`src/verilog/eews_regs.vh`:
```
// Constants for the data EEPROM write sequencer
`ifndef EEWS_REGS_VH
`define EEWS_REGS_VH

// Register offsets
`define EEWS_OFS_CTRL    12'h760
`define EEWS_OFS_ADDR_LO 12'h762
`define EEWS_OFS_ADDR_HI 12'h764
`define EEWS_OFS_KEY     12'h766
`define EEWS_OFS_STATUS  12'h768

// Control register fields
`define EEWS_CTRL_START  15
`define EEWS_CTRL_PROGRAM_ENABLE_BIT   14
`define EEWS_CTRL_ABORT  13
`define EEWS_CTRL_TWRI   12
`define EEWS_CTRL_OP_HI  6
`define EEWS_CTRL_OP_LO  0
`define EEWS_CTRL_RST    16'h0000

// Operation codes in the control low bits
`define EEWS_OP_WORD_PGM 7'h04
`define EEWS_OP_BLK_PGM  7'h0a
`define EEWS_OP_WORD_ERS 7'h44
`define EEWS_OP_BLK_ERS  7'h45

// Unlock key values
`define EEWS_KEY_FIRST   8'h55
`define EEWS_KEY_SECOND  8'haa

// Status register fields
`define EEWS_STAT_DONE   0
`define EEWS_STAT_BUSY   1

// Filler returned for reads during a cycle
`define EEWS_RD_JUNK     16'hffff

// Timing
`define EEWS_CLK_PS      8000
`define EEWS_PGM_TIME_US 2000
`define EEWS_PGM_CYCLES  ((`EEWS_PGM_TIME_US * 1000000) / `EEWS_CLK_PS)

`endif

```
`src/verilog/eews_timer.v`:
```
// Program/erase cycle duration timer
`timescale 1ns/10ps
module eews_timer
#(
  parameter CNT_W  = 18,
  parameter CYCLES = 250000
)
(
  // Clock and reset
  input  wire mclk,
  input  wire rst,
  // Control
  input  wire start,
  input  wire abort,
  // Status
  output reg  busy,
  output reg  done
);

  localparam integer     LAST_I = CYCLES - 1;           // Final count, full width
  localparam [CNT_W-1:0] LAST   = LAST_I[CNT_W-1:0];   // Final count value

  reg [CNT_W-1:0] count; // Cycles elapsed in this cycle

  // Count runs free of the bus, so the processor never stalls
  always @(posedge mclk)
  begin
    if (rst)
    begin
      busy  <= 1'b0;
      done  <= 1'b0;
      count <= {CNT_W{1'b0}};
    end
    else
    begin
      done <= 1'b0;
      if (abort)
      begin
        busy  <= 1'b0;
        count <= {CNT_W{1'b0}};
      end
      else if (start && !busy)
      begin
        busy  <= 1'b1;
        count <= {CNT_W{1'b0}};
      end
      else if (busy)
      begin
        if (count == LAST)
        begin
          busy <= 1'b0;
          done <= 1'b1;
        end
        else
          count <= count + 1'b1;
      end
    end
  end

endmodule

```
`src/verilog/eews_top.v`:
```
// Data EEPROM write sequencer: registers, latches and cycle control
//
// Our own choices: the register addresses and the plain strobed port.
`timescale 1ns/10ps
`include "eews_regs.vh"
module eews_top
#(
  // Program or erase time in clocks; shorten it for simulation only
  parameter PGM_CYCLES = `EEWS_PGM_CYCLES,
  // Width of the cycle counter; must hold PGM_CYCLES - 1
  parameter CNT_W      = 18,
  // Write latches in one block
  parameter LATCHES    = 16
)
(
  // Clock and power-on reset
  input  wire        mclk,
  input  wire        rst,
  // Register port
  input  wire [11:0] reg_addr,
  input  wire [15:0] reg_wdata,
  input  wire        reg_wr,
  input  wire        reg_rd,
  output reg  [15:0] reg_rdata,
  // Table write port
  input  wire        tw_strobe,
  input  wire [23:0] tw_addr,
  input  wire [15:0] tw_data,
  // Table read port
  input  wire [15:0] ee_rd_raw,
  output reg  [15:0] tr_data,
  // Reset events and power-up timer
  input  wire        ext_reset_evt,
  input  wire        wdt_reset_evt,
  input  wire        pwrt_running,
  // Array control
  output reg         ee_commit,
  output reg  [6:0]  ee_op,
  output reg  [23:0] ee_addr,
  input  wire [3:0]  ee_lat_idx,
  output reg  [15:0] ee_lat_data,
  // Status
  output wire        ee_busy,
  output wire        cycle_done_flag
);

  // Storage. Everything below runs on every clock; there is no enable.
  // Control register fields
  reg        start_bit;          // Cycle start, set-only
  reg        program_enable_bit; // Write enable
  reg        cycle_abort_flag;   // Cycle interrupted by reset
  reg        twri_bit;           // Spare control bit, stored only
  reg [6:0]  op_code;            // Selected operation
  reg [15:0] target_addr_low;    // Target address bits 15:0
  reg [7:0]  target_addr_high;   // Target address bits 23:16
  reg        done_flag;          // Completion flag
  reg [15:0] latch_mem [0:LATCHES-1]; // Write latches

  // Internal strobes and engine status
  wire       armed;      // Unlock sequence complete
  wire       tmr_busy;   // Timer running
  wire       tmr_done;   // Timer finished, one cycle
  wire       abort_evt;  // External or watchdog reset event
  wire       ctrl_wr;    // Write to control register
  wire       key_wr;     // Write to key register
  wire       status_wr;  // Write to status register
  wire       op_ok;      // Operation code is a data EEPROM op
  wire       start_req;  // Start accepted this cycle
  wire [15:0] ctrl_val;  // Control register read value

  // Bus decodes. The slave never stalls the master, so each decode is a
  // one-cycle strobe that is acted on at the edge that samples it.
  // Either reset event aborts a running cycle by clearing the start bit; the
  // power-on reset is the only reset that clears the other registers below.
  assign abort_evt = ext_reset_evt | wdt_reset_evt;
  assign ctrl_wr   = reg_wr && (reg_addr == `EEWS_OFS_CTRL);
  assign key_wr    = reg_wr && (reg_addr == `EEWS_OFS_KEY);
  assign status_wr = reg_wr && (reg_addr == `EEWS_OFS_STATUS);
  assign ee_busy   = start_bit;
  assign cycle_done_flag = done_flag;

  // Only the four data EEPROM operations may run. Any other code leaves
  // the engine idle; the start write is still a control write, so the
  // unlock is spent and software must repeat the key sequence once the
  // operation field has been put right.
  assign op_ok = (op_code == `EEWS_OP_WORD_PGM) ||
                 (op_code == `EEWS_OP_BLK_PGM)  ||
                 (op_code == `EEWS_OP_WORD_ERS) ||
                 (op_code == `EEWS_OP_BLK_ERS);

  // Start needs the unlock, an enable stored by an earlier write, an idle
  // engine and an expired power-up timer. The enable is the stored value,
  // so a write setting both bits at once is refused.
  // A reset event in the same cycle wins over the start, and a start
  // while the engine already runs is dropped rather than queued: the
  // start bit is set-only, so software could not cancel a queued start.
  // The power-up timer arrives as a level and blocks starts throughout.
  assign start_req = ctrl_wr && reg_wdata[`EEWS_CTRL_START]
                     && armed
                     && program_enable_bit
                     && !pwrt_running
                     && !start_bit && op_ok && !abort_evt;

  // Control read value; bits 11:7 read as zero
  assign ctrl_val = {start_bit, program_enable_bit, cycle_abort_flag, twri_bit,
                     5'h00, op_code};

  // Key sequence tracker. It sees the raw key and control strobes, so a
  // control write that is refused still spends the unlock; this keeps a
  // runaway loop from retrying starts on one key sequence.
  eews_unlock u_unlock
  (
    .mclk     (mclk),
    .rst      (rst),
    .key_wr   (key_wr),
    .key_data (reg_wdata[7:0]),
    .ctrl_wr  (ctrl_wr),
    .armed    (armed)
  );

  // Cycle duration timer. It runs beside the register port, so software
  // keeps executing and can poll the status register while it counts.
  // A start while the timer is busy is ignored there as well.
  eews_timer
  #(
    .CNT_W  (CNT_W),
    .CYCLES (PGM_CYCLES)
  )
  u_timer
  (
    .mclk  (mclk),
    .rst   (rst),
    .start (start_req),
    .abort (abort_evt),
    .busy  (tmr_busy),
    .done  (tmr_done)
  );

  // Control register; power-on reset clears everything. The reset events
  // clear only the start bit: software reads the abort flag after such a reset to
  // learn that the location must be written again.
  always @(posedge mclk)
  begin
    if (rst)
    begin
      start_bit          <= 1'b0;
      program_enable_bit <= 1'b0;
      cycle_abort_flag   <= 1'b0;
      twri_bit           <= 1'b0;
      op_code            <= 7'h00;
    end
    else
    begin
      // Enable follows software only, even mid-cycle
      // Dropping it mid-cycle cannot stop the cycle, which never reads it again
      if (ctrl_wr)
        program_enable_bit <= reg_wdata[`EEWS_CTRL_PROGRAM_ENABLE_BIT];
      if (ctrl_wr)
        twri_bit <= reg_wdata[`EEWS_CTRL_TWRI];
      // Operation is frozen while a cycle runs
      // so a mid-cycle write cannot change what is committed
      if (ctrl_wr && !start_bit)
        op_code <= reg_wdata[`EEWS_CTRL_OP_HI:`EEWS_CTRL_OP_LO];
      // Start bit: set by accepted start, cleared only by hardware
      // A written zero has no effect, so software cannot end a cycle early
      if (start_req)
        start_bit <= 1'b1;
      else if (tmr_done || abort_evt)
        start_bit <= 1'b0;
      // Error flag: set on interrupted cycle wins over software write
      // Software may clear it by writing zero once it has redone the word
      if (abort_evt && start_bit)
        cycle_abort_flag <= 1'b1;
      else if (ctrl_wr)
        cycle_abort_flag <= reg_wdata[`EEWS_CTRL_ABORT];
    end
  end

  // Completion flag; a set in the clearing cycle wins, so a finish is
  // never lost to a late clear. A reset event that lands on the final
  // cycle turns the finish into an abort, so no flag is raised then.
  always @(posedge mclk)
  begin
    if (rst)
      done_flag <= 1'b0;
    else if (tmr_done && !abort_evt)
      done_flag <= 1'b1;
    else if (status_wr && reg_wdata[`EEWS_STAT_DONE])
      done_flag <= 1'b0;
  end

  // Target address: software writes or capture of last table write.
  // An abort leaves the address untouched so the location can be redone.
  // A table write wins over a register write in the same cycle, and
  // register writes are ignored while a cycle runs, though table writes still move the target.
  always @(posedge mclk)
  begin
    if (rst)
    begin
      target_addr_low  <= 16'h0000;
      target_addr_high <= 8'h00;
    end
    // Capture of the most recent table write
    else if (tw_strobe)
    begin
      target_addr_low  <= tw_addr[15:0];
      target_addr_high <= tw_addr[23:16];
    end
    // Direct register writes while idle
    else if (reg_wr && !start_bit)
    begin
      if (reg_addr == `EEWS_OFS_ADDR_LO)
        target_addr_low <= reg_wdata;
      if (reg_addr == `EEWS_OFS_ADDR_HI)
        target_addr_high <= reg_wdata[7:0];
    end
  end

  // Write latches, one per word of a block, indexed by word address
  // A word program uses only the latch of its own address; the others
  // keep stale data, which is harmless since they are not committed.
  genvar gi;
  generate
    for (gi = 0; gi < LATCHES; gi = gi + 1)
    begin : g_latch
      always @(posedge mclk)
      begin
        if (rst)
          latch_mem[gi] <= 16'h0000;
        else if (tw_strobe && (tw_addr[4:1] == gi))
          latch_mem[gi] <= tw_data;
      end
    end
  endgenerate

  // Array hand-off: commit at the end of the cycle with the captured
  // address; a block op covers all sixteen latches in one go
  // The latch read port is free-running so the array can scan the
  // latches at its own pace during the commit; the data trail the index
  // by one clock.
  always @(posedge mclk)
  begin
    if (rst)
    begin
      ee_commit   <= 1'b0;
      ee_op       <= 7'h00;
      ee_addr     <= 24'h000000;
      ee_lat_data <= 16'h0000;
    end
    else
    begin
      // No commit when a reset event lands on the last cycle
      ee_commit   <= tmr_done && !abort_evt;
      ee_lat_data <= latch_mem[ee_lat_idx];
      if (start_req)
      begin
        ee_op <= op_code;
        // Block ops are aligned to the 32-byte latch row
        if (op_code == `EEWS_OP_BLK_PGM || op_code == `EEWS_OP_BLK_ERS)
          ee_addr <= {target_addr_high, target_addr_low[15:5], 5'h00};
        else
          ee_addr <= {target_addr_high, target_addr_low};
      end
    end
  end

  // Table reads: array is mid-cycle, so data is not trustworthy
  // Returning a fixed filler rather than the raw array bus keeps a
  // half-written cell from ever looking like valid data.
  always @(posedge mclk)
  begin
    if (rst)
      tr_data <= 16'h0000;
    else if (start_bit)
      tr_data <= `EEWS_RD_JUNK;
    else
      tr_data <= ee_rd_raw;
  end

  // Register read data, one cycle after the strobe; key reads as zero
  // Read data return to zero outside the answer cycle, so a stale value
  // cannot be mistaken for a fresh one. The key register is write-only
  // so that the unlock values cannot be read back by stray code.
  always @(posedge mclk)
  begin
    if (rst)
      reg_rdata <= 16'h0000;
    else if (reg_rd)
    begin
      case (reg_addr)
        `EEWS_OFS_CTRL:    reg_rdata <= ctrl_val;
        `EEWS_OFS_ADDR_LO: reg_rdata <= target_addr_low;
        `EEWS_OFS_ADDR_HI: reg_rdata <= {8'h00, target_addr_high};
        `EEWS_OFS_STATUS:  reg_rdata <= {14'h0000, tmr_busy, done_flag};
        default:           reg_rdata <= 16'h0000;
      endcase
    end
    else
      reg_rdata <= 16'h0000;
  end

  // Limitations: the engine does not check that a word was erased before
  // it is programmed, and it does not time the power-up delay itself; the
  // power-up timer arrives as a level from the reset block.

endmodule

```
`src/verilog/eews_unlock.v`:
```
// Unlock key sequence tracker
`timescale 1ns/10ps
`include "eews_regs.vh"
module eews_unlock
(
  // Clock and reset
  input  wire       mclk,
  input  wire       rst,
  // Key register writes
  input  wire       key_wr,
  input  wire [7:0] key_data,
  // Any write to the control register consumes the unlock
  input  wire       ctrl_wr,
  // Unlock held
  output wire       armed
);

  localparam [1:0] ST_IDLE  = 2'd0; // No key seen
  localparam [1:0] ST_FIRST = 2'd1; // First key seen
  localparam [1:0] ST_ARMED = 2'd2; // Both keys seen

  reg [1:0] state;      // Sequence state
  reg [1:0] next_state; // Next sequence state

  assign armed = (state == ST_ARMED);

  // Next state; any out-of-order key write falls back to idle
  always @*
  begin
    next_state = state;
    if (ctrl_wr)
      next_state = ST_IDLE;
    else if (key_wr)
    begin
      case (state)
        ST_IDLE:
          next_state = (key_data == `EEWS_KEY_FIRST) ? ST_FIRST : ST_IDLE;
        ST_FIRST:
          next_state = (key_data == `EEWS_KEY_SECOND) ? ST_ARMED : ST_IDLE;
        default:
          next_state = ST_IDLE;
      endcase
    end
  end

  // State register
  always @(posedge mclk)
  begin
    if (rst)
      state <= ST_IDLE;
    else
      state <= next_state;
  end

endmodule
```
`config.mk`:
```
export PLATFORM = sky130hd
export DESIGN_NAME = eews_top
export DESIGN_NICKNAME = d
export VERILOG_FILES = /design/src/verilog/eews_timer.v /design/src/verilog/eews_top.v /design/src/verilog/eews_unlock.v
export VERILOG_INCLUDE_DIRS = /design/src /design/src/verilog
export SDC_FILE = /design/constraint.sdc
export NUM_CORES = 1
export LEC_CHECK = 0
export BUFFER_PORTS_ARGS = -buffer_cell sky130_fd_sc_hd__buf_2
export CAP_MARGIN = 5
export CORE_UTILIZATION = 50
export CTS_CLUSTER_DIAMETER = 40
export DETAILED_ROUTE_END_ITERATION = 8
export PLACE_DENSITY = 0.8
export SETUP_SLACK_MARGIN = 0.15
export SYNTH_ARGS = -nofsm -noshare
export SYNTH_HDL_FRONTEND = slang
export SYNTH_SLANG_ARGS = --single-unit
```
`constraint.sdc`:
```
create_clock -name mclk -period 2.6 [get_ports mclk]
set_input_delay 0.13 -clock mclk [delete_from_list [all_inputs] [get_ports mclk]]
set_output_delay 0.13 -clock mclk [all_outputs]
set_load 0.01 [all_outputs]
```
==> reports/qor_table.md, run 1 <==
| Quantity | Value |
| --- | --- |
| Outcome | finished, final reports clean |
| Internal power summed over all cells | 11.7 mW |
| Final Hold Fails | 0 |
| Max Clock Skew | 0.0254 ns |
| Data arrival time of the critical path | 2.67 ns |
| Die area | 34600 um2 |
| Period Utilization, post-route | 0.857 |
| CTS sink count | 394 |
| Source of the worst register-to-register timing path | ee_busy |
| Share of synthesized area occupied by flip-flops and latches | 0.618 |
| Remaining antenna violation count after routing | 0 |
| Overall Global Routing Usage | 0.268 |
| Final Routed Wirelength | 45300 um |
| Combinational fraction of design power | 0.071 |
| Min Clock Period, post-route | 2.23 ns |
| Buf+Inv Stages, Crit Path | 2 |
| Prevailing post-synth register cell | edfxtp_1 |
| Count of synthesis-stage warnings from yosys | 0 |
| Synth Net Count | 1362 |
| Port Buffer Count | 177 |
| Vertical die dimension | 186 um |
| Power Density | 719 nW/um2 |
| Final std cell area, no fill | 20900 um2 |
| RSZ-0062 raised after global routing | no |
| Largest net degree at the start of global routing | 75 |
| Cell with the largest stage delay on the worst path | dlygate4sd3_1 |
| Maximum clock path buffer count | 3 |
| Number of instances in the synthesized netlist | 1265 |
| Slew Limit Fails | 0 |
| Half-perimeter wire length of the detailed placement result | 27700 um |
| Clock transition time at the flip-flop clock pins of the worst setup and hold paths | 0.06 ns |
| Least-Margin Pin Slew | 0.910 ns |
| Clock latency on the worst-skew pair | 0.55 ns |
| Avg Synthesized Cell Area | 13.4 um2 |
| Number of global-route vias before repair | 12100 |
| Via count | 11800 |
| Max-cap violations | 0 |
| Global-route wire length before repair | 69000 um |
| Final net count | 1631 |
| Cell chain of the critical path | nand2b_1, nor3_4, buf_4, mux2i_1, a211oi_1, dlygate4sd3_1 |
| Largest stage delay on the critical path | 0.60 ns |
| Fraction of final layout cells sized beyond drive strength 1 | 0.262 |
| Drc violations | 0 |
| Synthesis-stage register bit count | 394 |
| Cell area after technology mapping | 16900 um2 |
| Total I/O pin count | 178 |
| Required time worst endpoint | 3.05 ns |
| CP Class | reg2reg |
| Wire length per cell | 22.5 um |
| Post-CTS Setup Bufs | 0 |
| Type of origin of the critical path | flop |
| Core Area | 32900 um2 |
| Cell at the root of the clock tree | clkbuf_16 |
| Max-Slew Margin vs Limit | 0.392 |
| Synthesis-to-finish area growth | 23.8% |
| Fraction of registers with async set or reset after synthesis | 0 |
| Sw power | 3.33 mW |
| Number of cells on the critical path | 6 |
| Portion of synthesized cell area occupied by the leading cell type | 0.455 |
| Number of unique standard cell types used by synthesis | 55 |
| Peak ir drop on the vdd network | 0.520 mV |
| Clock tree from TritonCTS | built |
| Worst reg2reg endpoint | target_addr_low[13] |
| Maximum fanout along the worst path | 11 |
| Share of total power in sequential cells | 0.471 |
| Critical path's top delay family | buffers and inverters |
| Achievable clock frequency | 449 MHz |
| Count of endpoints failing setup in the final report | 0 |
| Count of cells along the worst register-to-register path | 6 |
| Fin Setup TNS | 0 ns |
| Number of violations reported at the end of detailed-routing iteration 0 | 1193 |
| Leading cell types by total area after synthesis | edfxtp_1 45%, dfxtp_1 16%, mux4_2 11% |
| Min-Delay Path Class | in2reg |
| Relative contribution of the clock network to total power | 0.458 |
| Endpoint kind of the worst setup timing path | flop |
| First element of the critical path | ee_busy |
| Flop2flop setup slack | 0.37 ns |
| CTS Buf Count | 46 |
| H-tree levels | 2 |
| LEAKAGE | 7.92 nW |
| Filler instances | 2301 |
| Count of standard-cell rows | 66 |
| Vias/cell | 5.85 |
| Leading cell types by count after synthesis | 279 x and2_1, 256 x edfxtp_1, 138 x dfxtp_1 |
| Worst setup path end | target_addr_low[13] |
| Final RePlAce weighted congestion | 0.931 |
| Instance area after placement | 18500 um2 |
| Router iterations before antenna repair | 7 |
| Overall power of the completed layout | 15.0 mW |
| Proportion of total power due to net switching | 0.222 |
| Library cell occupying the most area in the post-synthesis netlist | edfxtp_1 |
| Width of the chip | 186 um |
| Number of antenna violations at the first check in global routing | 3 |
| Grt total ovfl | 0 |
| Launch instance of the worst min-delay path | reg_addr[3] |
| Initial Util | 0.515 |
| Post-synth EDFFs | 256 |
| Dominant cell by count in the synthesized netlist | and2_1 |
==> layout by cell type, fill, tap and decap left out, types with 13 or more instances in the layout <==
cell type        n
o21ai_1         15
clkbuf_16       48
buf_4           53
edfxtp_1       256
mux2i_1         35
a21oi_1         34
and2_1         279
dlygate4sd3_1   74
dfxtp_1        138
a211oi_1        24
buf_2          176
nor2_1         111
nand3_1         13
nand2_1         66
mux4_2          80
==> worst reg2reg max path, delay by kind of cell (launching register included) <==
kind            cells  cell delay, ns
compound gates      1            0.10
buf+inv             2            0.89
flops               1            0.38
simple gates        2            0.50
mux                 1            0.24
==> repair_timing <==
action / 4_1_cts / 5_1_grt
hold buffers: 74 / 0
endpoints found under the hold margin: 59 / 0
gates resized for setup: 0 / 1
setup endpoints to repair: 0 / 4
==> kinds of logic (layout without fill, tap and decap cells) <==
logic type,Yosys count,in the layout,share of synthesized area
fa+ha+maj,1,1,0.000740
mux,118,118,0.129
buf+inv,95,401,0.0240
xor+xnor,14,14,0.00725
compound gates,106,106,0.0428
simple gates,537,537,0.178
flops,394,394,0.618
other cells,0,2,0
==> through the flow <==
step / hold slack (ns) / utilization / instances / worst slack [ns]
after floorplan: 0.246 / - / 1265 / 0.388
after global placement: 0.329 / 0.563 / 1854 / 0.497
after detailed placement: 0.341 / 0.563 / 1854 / 0.398
after CTS: 0.00733 / 0.636 / 2013 / 0.352
after global routing: 0.0437 / 0.637 / 2015 / 0.257
final: 0.0205 / 0.637 / 2015 / 0.373
==> worst min-delay path by stage <==
stage,slack [ns],to,cells past startpoint
after detailed placement,0.34,tr_data[15],3
after CTS,0.007,cycle_done_flag,3
after global placement,0.33,tr_data[5],3
after global routing,0.04,cycle_done_flag,3
final,0.02,cycle_done_flag,3
after floorplan,0.25,tr_data[0],2
==> metal layers <==
layer | global-route usage | share of wire
met3 | 0.0577 | 0.087
met1 | 0.328 | 0.37
met4 | 0.130 | 0.046
met5 | 0 | 0.00029
met2 | 0.451 | 0.49
==> flip-flops by register name, indices dropped and copies added, names as in the netlist, 7 cells and up <==
| signal | cells |
|---|---|
| ee_addr | 24 |
| ee_lat_data | 16 |
| ee_op | 7 |
| latch_mem | 256 |
| op_code | 7 |
| reg_rdata | 16 |
| target_addr_high | 8 |
| target_addr_low | 16 |
| tr_data | 16 |
| u_timer.count | 18 |
==> power groups by stage <==
stage	clock network (mW)	registers, mW	logic, mW
3_5_place_dp	0	7.21	0.953
3_3_place_gp	0	7.19	0.929
5_1_grt	7.19	7.11	1.13
2_1_floorplan	0	7.18	0.542
6_report	6.89	7.09	1.07
4_1_cts	6.93	7.08	1.05
==> final cells by class <==
| type | count | area [um2] | share of cell area |
|---|---|---|---|
| well taps | 442 | 553 | 0.0264 |
| diodes | 2 | 5.00 | 0.000239 |
| clock buffers | 60 | 1290 | 0.0615 |
| flip-flops and latches | 394 | 10500 | 0.499 |
| repair buffers | 309 | 2140 | 0.102 |
| clock inverters | 25 | 373 | 0.0178 |
| inverters | 7 | 26.3 | 0.00126 |
| multi-input cells | 776 | 6100 | 0.291 |
No activity file was read; power rests on OpenSTA's default activity.
==> run 2: changes to the inputs <==
Settings changed: CORE_MARGIN set to 4.
==> reports/qor_table.md, run 2 (synthesis gave the netlist of run 1 again) <==
| Quantity | Value | vs previous |
| --- | --- | --- |
| CP Class | in2reg | was reg2reg |
| Max-Slew Margin vs Limit | 0.452 | was 0.392 |
| Data arrival time of the critical path | 2.83 ns | was 2.67 ns |
| Endpoint kind of the worst setup timing path | flop | unchanged |
| Global-route wire length before repair | 68100 um | was 69000 um |
| Final RePlAce weighted congestion | 0.980 | was 0.931 |
| First element of the critical path | reg_addr[3] | was ee_busy |
| Half-perimeter wire length of the detailed placement result | 27400 um | was 27700 um |
| H-tree levels | 2 | unchanged |
| Final net count | 1625 | was 1631 |
| Source of the worst register-to-register timing path | ee_busy | unchanged |
| Flop2flop setup slack | 0.28 ns | was 0.37 ns |
| Overall power of the completed layout | 15.1 mW | was 15.0 mW |
| Internal power summed over all cells | 11.5 mW | was 11.7 mW |
| Clock latency on the worst-skew pair | 0.56 ns | was 0.55 ns |
| Width of the chip | 192 um | was 186 um |
| Final Routed Wirelength | 44600 um | was 45300 um |
| Overall Global Routing Usage | 0.240 | was 0.268 |
| Clock transition time at the flip-flop clock pins of the worst setup and hold paths | 0.06 ns | about the same |
| Share of total power in sequential cells | 0.469 | was 0.471 |
| Outcome | finished, final reports clean | unchanged |
| Peak ir drop on the vdd network | 0.573 mV | was 0.520 mV |
| Slew Limit Fails | 0 | unchanged |
| Wire length per cell | 22.1 um | was 22.5 um |
| Worst setup path end | target_addr_high[3] | was target_addr_low[13] |
| Min Clock Period, post-route | 2.36 ns | was 2.23 ns |
| Fin Setup TNS | 0 ns | unchanged |
| Hold_ws | 0.0117 ns | was 0.0205 ns |
| RSZ-0062 raised after global routing | no | unchanged |
| Commonest non-fill, non-tap cell in the layout | and2_1 | unchanged |
| Required time worst endpoint | 3.06 ns | was 3.05 ns |
| Max FFs per register | 256 | unchanged |
| Period Utilization, post-route | 0.908 | was 0.857 |
| Post-route worst setup slack | 0.240 ns | was 0.373 ns |
| Synthesis-to-finish area growth | 23.6% | was 23.8% |
| Worst reg2reg endpoint | target_addr_high[3] | was target_addr_low[13] |
| Min-Delay Path Class | in2reg | unchanged |
| Router iterations before antenna repair | 9 | was 7 |
| Combinational fraction of design power | 0.070 | was 0.071 |
| LEAKAGE | 7.89 nW | was 7.92 nW |
| Fraction of final layout cells sized beyond drive strength 1 | 0.264 | was 0.262 |
| Leading cell types in the layout, fill and taps excluded | 279 x and2_1, 256 x edfxtp_1, 176 x buf_2, 138 x dfxtp_1, 111 x nor2_1 | unchanged |
| Count of standard-cell rows | 67 | was 66 |
| Vias/cell | 5.78 | was 5.85 |
| Achievable clock frequency | 424 MHz | was 449 MHz |
| Final Hold Fails | 0 | unchanged |
| Clock tree from TritonCTS | built | unchanged |
| Power Density | 721 nW/um2 | was 719 nW/um2 |
| CTS sink count | 394 | unchanged |
| Remaining antenna violation count after routing | 0 | unchanged |
| Sw power | 3.53 mW | was 3.33 mW |
| Via count | 11700 | was 11800 |
| Register ranked first by flip-flop count | latch_mem | unchanged |
| Proportion of total power due to net switching | 0.234 | was 0.222 |
| CTS Buf Count | 49 | was 46 |
| Maximum fanout along the worst path | 9 | was 11 |
| Count of endpoints failing setup in the final report | 0 | unchanged |
| Largest net degree at the start of global routing | 65 | was 75 |
| Number of global-route vias before repair | 12200 | was 12100 |
| Relative contribution of the clock network to total power | 0.460 | was 0.458 |
| Grt total ovfl | 0 | unchanged |
| Vertical die dimension | 192 um | was 186 um |
| Drc violations | 0 | unchanged |
| Core Area | 33400 um2 | was 32900 um2 |
| Worst setup slack before clock tree synthesis | 0.460 ns | was 0.398 ns |
| Total I/O pin count | 178 | unchanged |
| Biggest regs | latch_mem x256, ee_addr x24, u_timer.count x18 | unchanged |
| Initial Util | 0.506 | was 0.515 |
| Number of violations reported at the end of detailed-routing iteration 0 | 1265 | was 1193 |
| Max Clock Skew | 0.0357 ns | was 0.0254 ns |
| Count of cells along the worst register-to-register path | 7 | was 6 |
| Number of antenna violations at the first check in global routing | 4 | was 3 |
| Die area | 36800 um2 | was 34600 um2 |
| Least-Margin Pin Slew | 0.821 ns | was 0.910 ns |
| Type of origin of the critical path | primary input | was flop |
| Port Buffer Count | 177 | unchanged |
| Max-cap violations | 0 | unchanged |
| Cell at the root of the clock tree | clkbuf_16 | unchanged |
| Maximum clock path buffer count | 3 | unchanged |
==> run 2: cell types whose count changed in the layout (fill, tap and decap cells not counted), moves of 2 or more <==
cell	before	now
inv_8	0	4
buf_4	53	47
clkbuf_16	48	51
dlygate4sd3_1	74	72
clkinv_4	4	2
clkinv_2	3	5
bufinv_16	7	3
clkinv_16	0	2
clkinvlp_4	4	7
buf_12	6	3
==> run 2: timing repair <==
| action | in CTS | in global routing |
|---|---|---|
| endpoints found under the setup margin | 0 | 15 |
| endpoints found under the hold margin | 60 | 0 |
| hold buffers | 72 | 0 |
| resized for setup | 0 | 8 |
| buffers inserted | 0 | 1 |
==> run 2: how the worst min path moves through the flow <==
stage                     cells after the start           from                  end  slack [ns]
after global routing                          3  reg_wdata[15]  target_addr_low[15]        0.02
after floorplan                               2   ee_rd_raw[0]           tr_data[0]        0.25
after detailed placement                      3  ee_rd_raw[11]          tr_data[11]        0.34
after global placement                        3   ee_rd_raw[1]           tr_data[1]        0.33
after CTS                                     3  reg_wdata[15]  target_addr_low[15]      0.0004
final                                         3  reg_wdata[15]  target_addr_low[15]        0.01
==> run 2: layer usage <==
metal / global-route usage / part of all wire
met5: 0 / 0.00027
met4: 0.107 / 0.047
met3: 0.0453 / 0.080
met2: 0.418 / 0.51
met1: 0.290 / 0.37
==> run 2: cell type report <==
type                            count  area [um2]
Fill cell                        2285       12500
Sequential cell                   394       10500
Multi-Input combinational cell    776        6110
Timing Repair Buffer              300        2040
Clock buffer                       61        1340
Tap cell                          448         561
Clock inverter                     31         369
Inverter                            7        26.3
Antenna cell                        3        7.51
==> run 2: worst max-delay path, cell delays in order <==
cell,delay [ns]
dlygate4sd3_1,0.54
buf_2,0.18
or2_4,0.27
or3_1,0.35
nor4_4,0.15
buf_6,0.22
mux2i_4,0.26
a211oi_2,0.10
dlygate4sd3_1,0.61
==> run 2: stage by stage <==
stage                     instances   util  instance area (um2)
after detailed placement       1852  0.551                18400
after CTS                      2016  0.623                20900
after global routing           2020  0.625                20900
final                          2020  0.625                20900
after global placement         1852  0.551                18400
after floorplan                1265      -                16900
==> run 2: power groups by stage <==
| stage | clock network, mW | registers (mW) | logic, mW |
|---|---|---|---|
| final | 6.93 | 7.08 | 1.06 |
| after global routing | 7.27 | 7.10 | 1.12 |
| after CTS | 6.98 | 7.07 | 1.04 |
| after detailed placement | 0 | 7.20 | 0.939 |
| after global placement | 0 | 7.18 | 0.920 |
| after floorplan | 0 | 7.18 | 0.542 |
==> run 3: changes to the inputs <==
Settings changed: CELL_PAD_IN_SITES_DETAIL_PLACEMENT set to 0, CELL_PAD_IN_SITES_GLOBAL_PLACEMENT set to 1, CORE_ASPECT_RATIO set to 2, CORE_UTILIZATION 50 to 48, MAX_ROUTING_LAYER set to met4, PLACE_DENSITY 0.8 to 0.89.
==> reports/qor_table.md, run 3 (synthesis gave the netlist of run 1 again) <==
| Quantity | Value | vs previous |
| --- | --- | --- |
| Leading cell types in the layout, fill and taps excluded | 279 x and2_1, 256 x edfxtp_1, 176 x buf_2, 138 x dfxtp_1, 109 x nor2_1 | was 279 x and2_1, 256 x edfxtp_1, 176 x buf_2, 138 x dfxtp_1, 111 x nor2_1 |
| Commonest non-fill, non-tap cell in the layout | and2_1 | unchanged |
| Final RePlAce weighted congestion | 0.945 | was 0.980 |
| Filler instances | 2718 | was 2285 |
| Core Area | 35000 um2 | was 33400 um2 |
| Half-perimeter wire length of the detailed placement result | 32600 um | was 27400 um |
| CP Class | reg2reg | was in2reg |
| Slew Limit Fails | 0 | unchanged |
| Vertical die dimension | 273 um | was 192 um |
| H-tree levels | 2 | unchanged |
| Type of origin of the critical path | flop | was primary input |
| Sw power | 3.03 mW | was 3.53 mW |
| Cell at the root of the clock tree | clkbuf_16 | unchanged |
| Min Clock Period, post-route | 2.31 ns | was 2.36 ns |
| LEAKAGE | 7.69 nW | was 7.89 nW |
| Total I/O pin count | 178 | unchanged |
| Period Utilization, post-route | 0.887 | was 0.908 |
| Number of antenna violations at the first check in global routing | 4 | unchanged |
| Synthesis-to-finish area growth | 20.6% | was 23.6% |
| Fin Setup TNS | 0 ns | unchanged |
| Util after Layout | 0.583 | was 0.625 |
| Port Buffer Count | 177 | unchanged |
| Final Routed Wirelength | 47700 um | was 44600 um |
| Achievable clock frequency | 434 MHz | was 424 MHz |
| Grt total ovfl | 0 | unchanged |
| Router iterations before antenna repair | 6 | was 9 |
| Share of total power in sequential cells | 0.533 | was 0.469 |
| Least-Margin Pin Slew | 0.876 ns | was 0.821 ns |
| Fraction of final layout cells sized beyond drive strength 1 | 0.259 | was 0.264 |
| Required time worst endpoint | 3.01 ns | was 3.06 ns |
| Count of standard-cell rows | 97 | was 67 |
| Clock transition time at the flip-flop clock pins of the worst setup and hold paths | 0.07 ns | was 0.06 ns |
| Endpoint kind of the worst setup timing path | flop | unchanged |
| Finished Layout Cells | 1996 | was 2020 |
| Max Clock Skew | 0.0243 ns | was 0.0357 ns |
| Outcome | finished, final reports clean | unchanged |
| Max FFs per register | 256 | unchanged |
| Maximum fanout along the worst path | 5 | was 9 |
| Final std cell area, no fill | 20400 um2 | was 20900 um2 |
| Final net count | 1619 | was 1625 |
| CTS sink count | 394 | unchanged |
| Final Hold Fails | 0 | unchanged |
| Clock latency on the worst-skew pair | 0.54 ns | was 0.56 ns |
| Relative contribution of the clock network to total power | 0.387 | was 0.460 |
| Max-cap violations | 0 | unchanged |
| Vias/cell | 5.71 | was 5.78 |
| Clock tree from TritonCTS | built | unchanged |
| Proportion of total power due to net switching | 0.228 | was 0.234 |
| Power Density | 651 nW/um2 | was 721 nW/um2 |
| Number of global-route vias before repair | 11900 | was 12200 |
| Wire length per cell | 23.9 um | was 22.1 um |
| Overall power of the completed layout | 13.3 mW | was 15.1 mW |
| Via count | 11400 | was 11700 |
| Number of violations reported at the end of detailed-routing iteration 0 | 842 | was 1265 |
| Count of endpoints failing setup in the final report | 0 | unchanged |
| Min-Delay Path Class | in2reg | unchanged |
| Remaining antenna violation count after routing | 0 | unchanged |
| Maximum clock path buffer count | 3 | unchanged |
| Drc violations | 0 | unchanged |
| Peak ir drop on the vdd network | 0.602 mV | was 0.573 mV |
| CTS Buf Count | 37 | was 49 |
| Width of the chip | 141 um | was 192 um |
| Largest net degree at the start of global routing | 84 | was 65 |
| Placed cell count | 1862 | was 1852 |
| Combinational fraction of design power | 0.080 | was 0.070 |
| Instance area after placement | 18600 um2 | was 18400 um2 |
| Die area | 38500 um2 | was 36800 um2 |
| RSZ-0062 raised after global routing | no | unchanged |
| Register ranked first by flip-flop count | latch_mem | unchanged |
| Biggest regs | latch_mem x256, ee_addr x24, u_timer.count x18 | unchanged |
| Internal power summed over all cells | 10.2 mW | was 11.5 mW |
| Max-Slew Margin vs Limit | 0.416 | was 0.452 |
| Overall Global Routing Usage | 0.255 | was 0.240 |
| Data arrival time of the critical path | 2.72 ns | was 2.83 ns |
| Global-route wire length before repair | 71600 um | was 68100 um |
| Initial Util | 0.484 | was 0.506 |
## run 3: cell count changes in the layout (fill, tap and decap cells not counted), sizes merged, moves of 2 or more
cell         before  now
bufinv            3    0
clkbuf           61   48
dlygate4sd3      72   65
inv              16   13
diode             3    1
buf             228  241
clkinvlp          7    0
## run 3: per-layer routing
layer | track usage | share of wire | up-vias
met2 | 0.479 | 0.56 | 512
met1 | 0.250 | 0.32 | 5626
met3 | 0.0399 | 0.061 | 154
met4 | 0.125 | 0.055 | 0
li1 | - | - | 5111
met5 | - | 0 | -
## run 3: cell type report
cell class	instances	area, um2	area share
antenna	1	2.50	0.000123
clock buffer	48	1000	0.0491
clock inverter	19	153	0.00749
inverter	7	26.3	0.00129
multi-input combinational	776	6100	0.299
sequential	394	10500	0.512
tap	445	557	0.0273
timing repair buffer	306	2100	0.103
## run 3: power by group through the flow
stage	Combinational, mW	Sequential [mW]	Clock [mW]
global route	1.13	7.10	5.50
floorplan	0.542	7.18	0
global placement	0.966	7.20	0
finish	1.06	7.08	5.14
detailed placement	0.983	7.21	0
CTS	1.06	7.08	5.24
## run 3: what timing repair did
| action | 4_1_cts | 5_1_grt |
|---|---|---|
| hold endpoints to repair | 55 | 0 |
| gates resized for setup | 0 | 3 |
| endpoints found under the setup margin | 0 | 8 |
| setup buffers | 0 | 1 |
| hold buffers | 65 | 0 |
## run 3: through the flow
stage / setup slack, ns / hold WS, ns
detailed placement: 0.348 / 0.340
finish: 0.294 / 0.0468
global placement: 0.484 / 0.337
CTS: 0.205 / 0.0204
floorplan: 0.388 / 0.246
global route: 0.187 / 0.0447
## run 3: path summary, 6_finish.rpt
check,start,end,slack [ns],cells after the start
max reg2reg,op_code[3],ee_addr[4],0.29,5
min,tw_data[9],latch_mem[10][9],0.05,2
max,op_code[3],ee_addr[4],0.29,5
min reg2reg,ee_op[1],ee_op[1],0.45,2
## run 3: critical path, cell delays in order (launching register included)
cell       delay (ns)
dfxtp_1          0.40
nor4bb_1         0.52
o21bai_1         0.26
a2111oi_2        0.68
nor3b_1          0.10
a31o_1           0.22
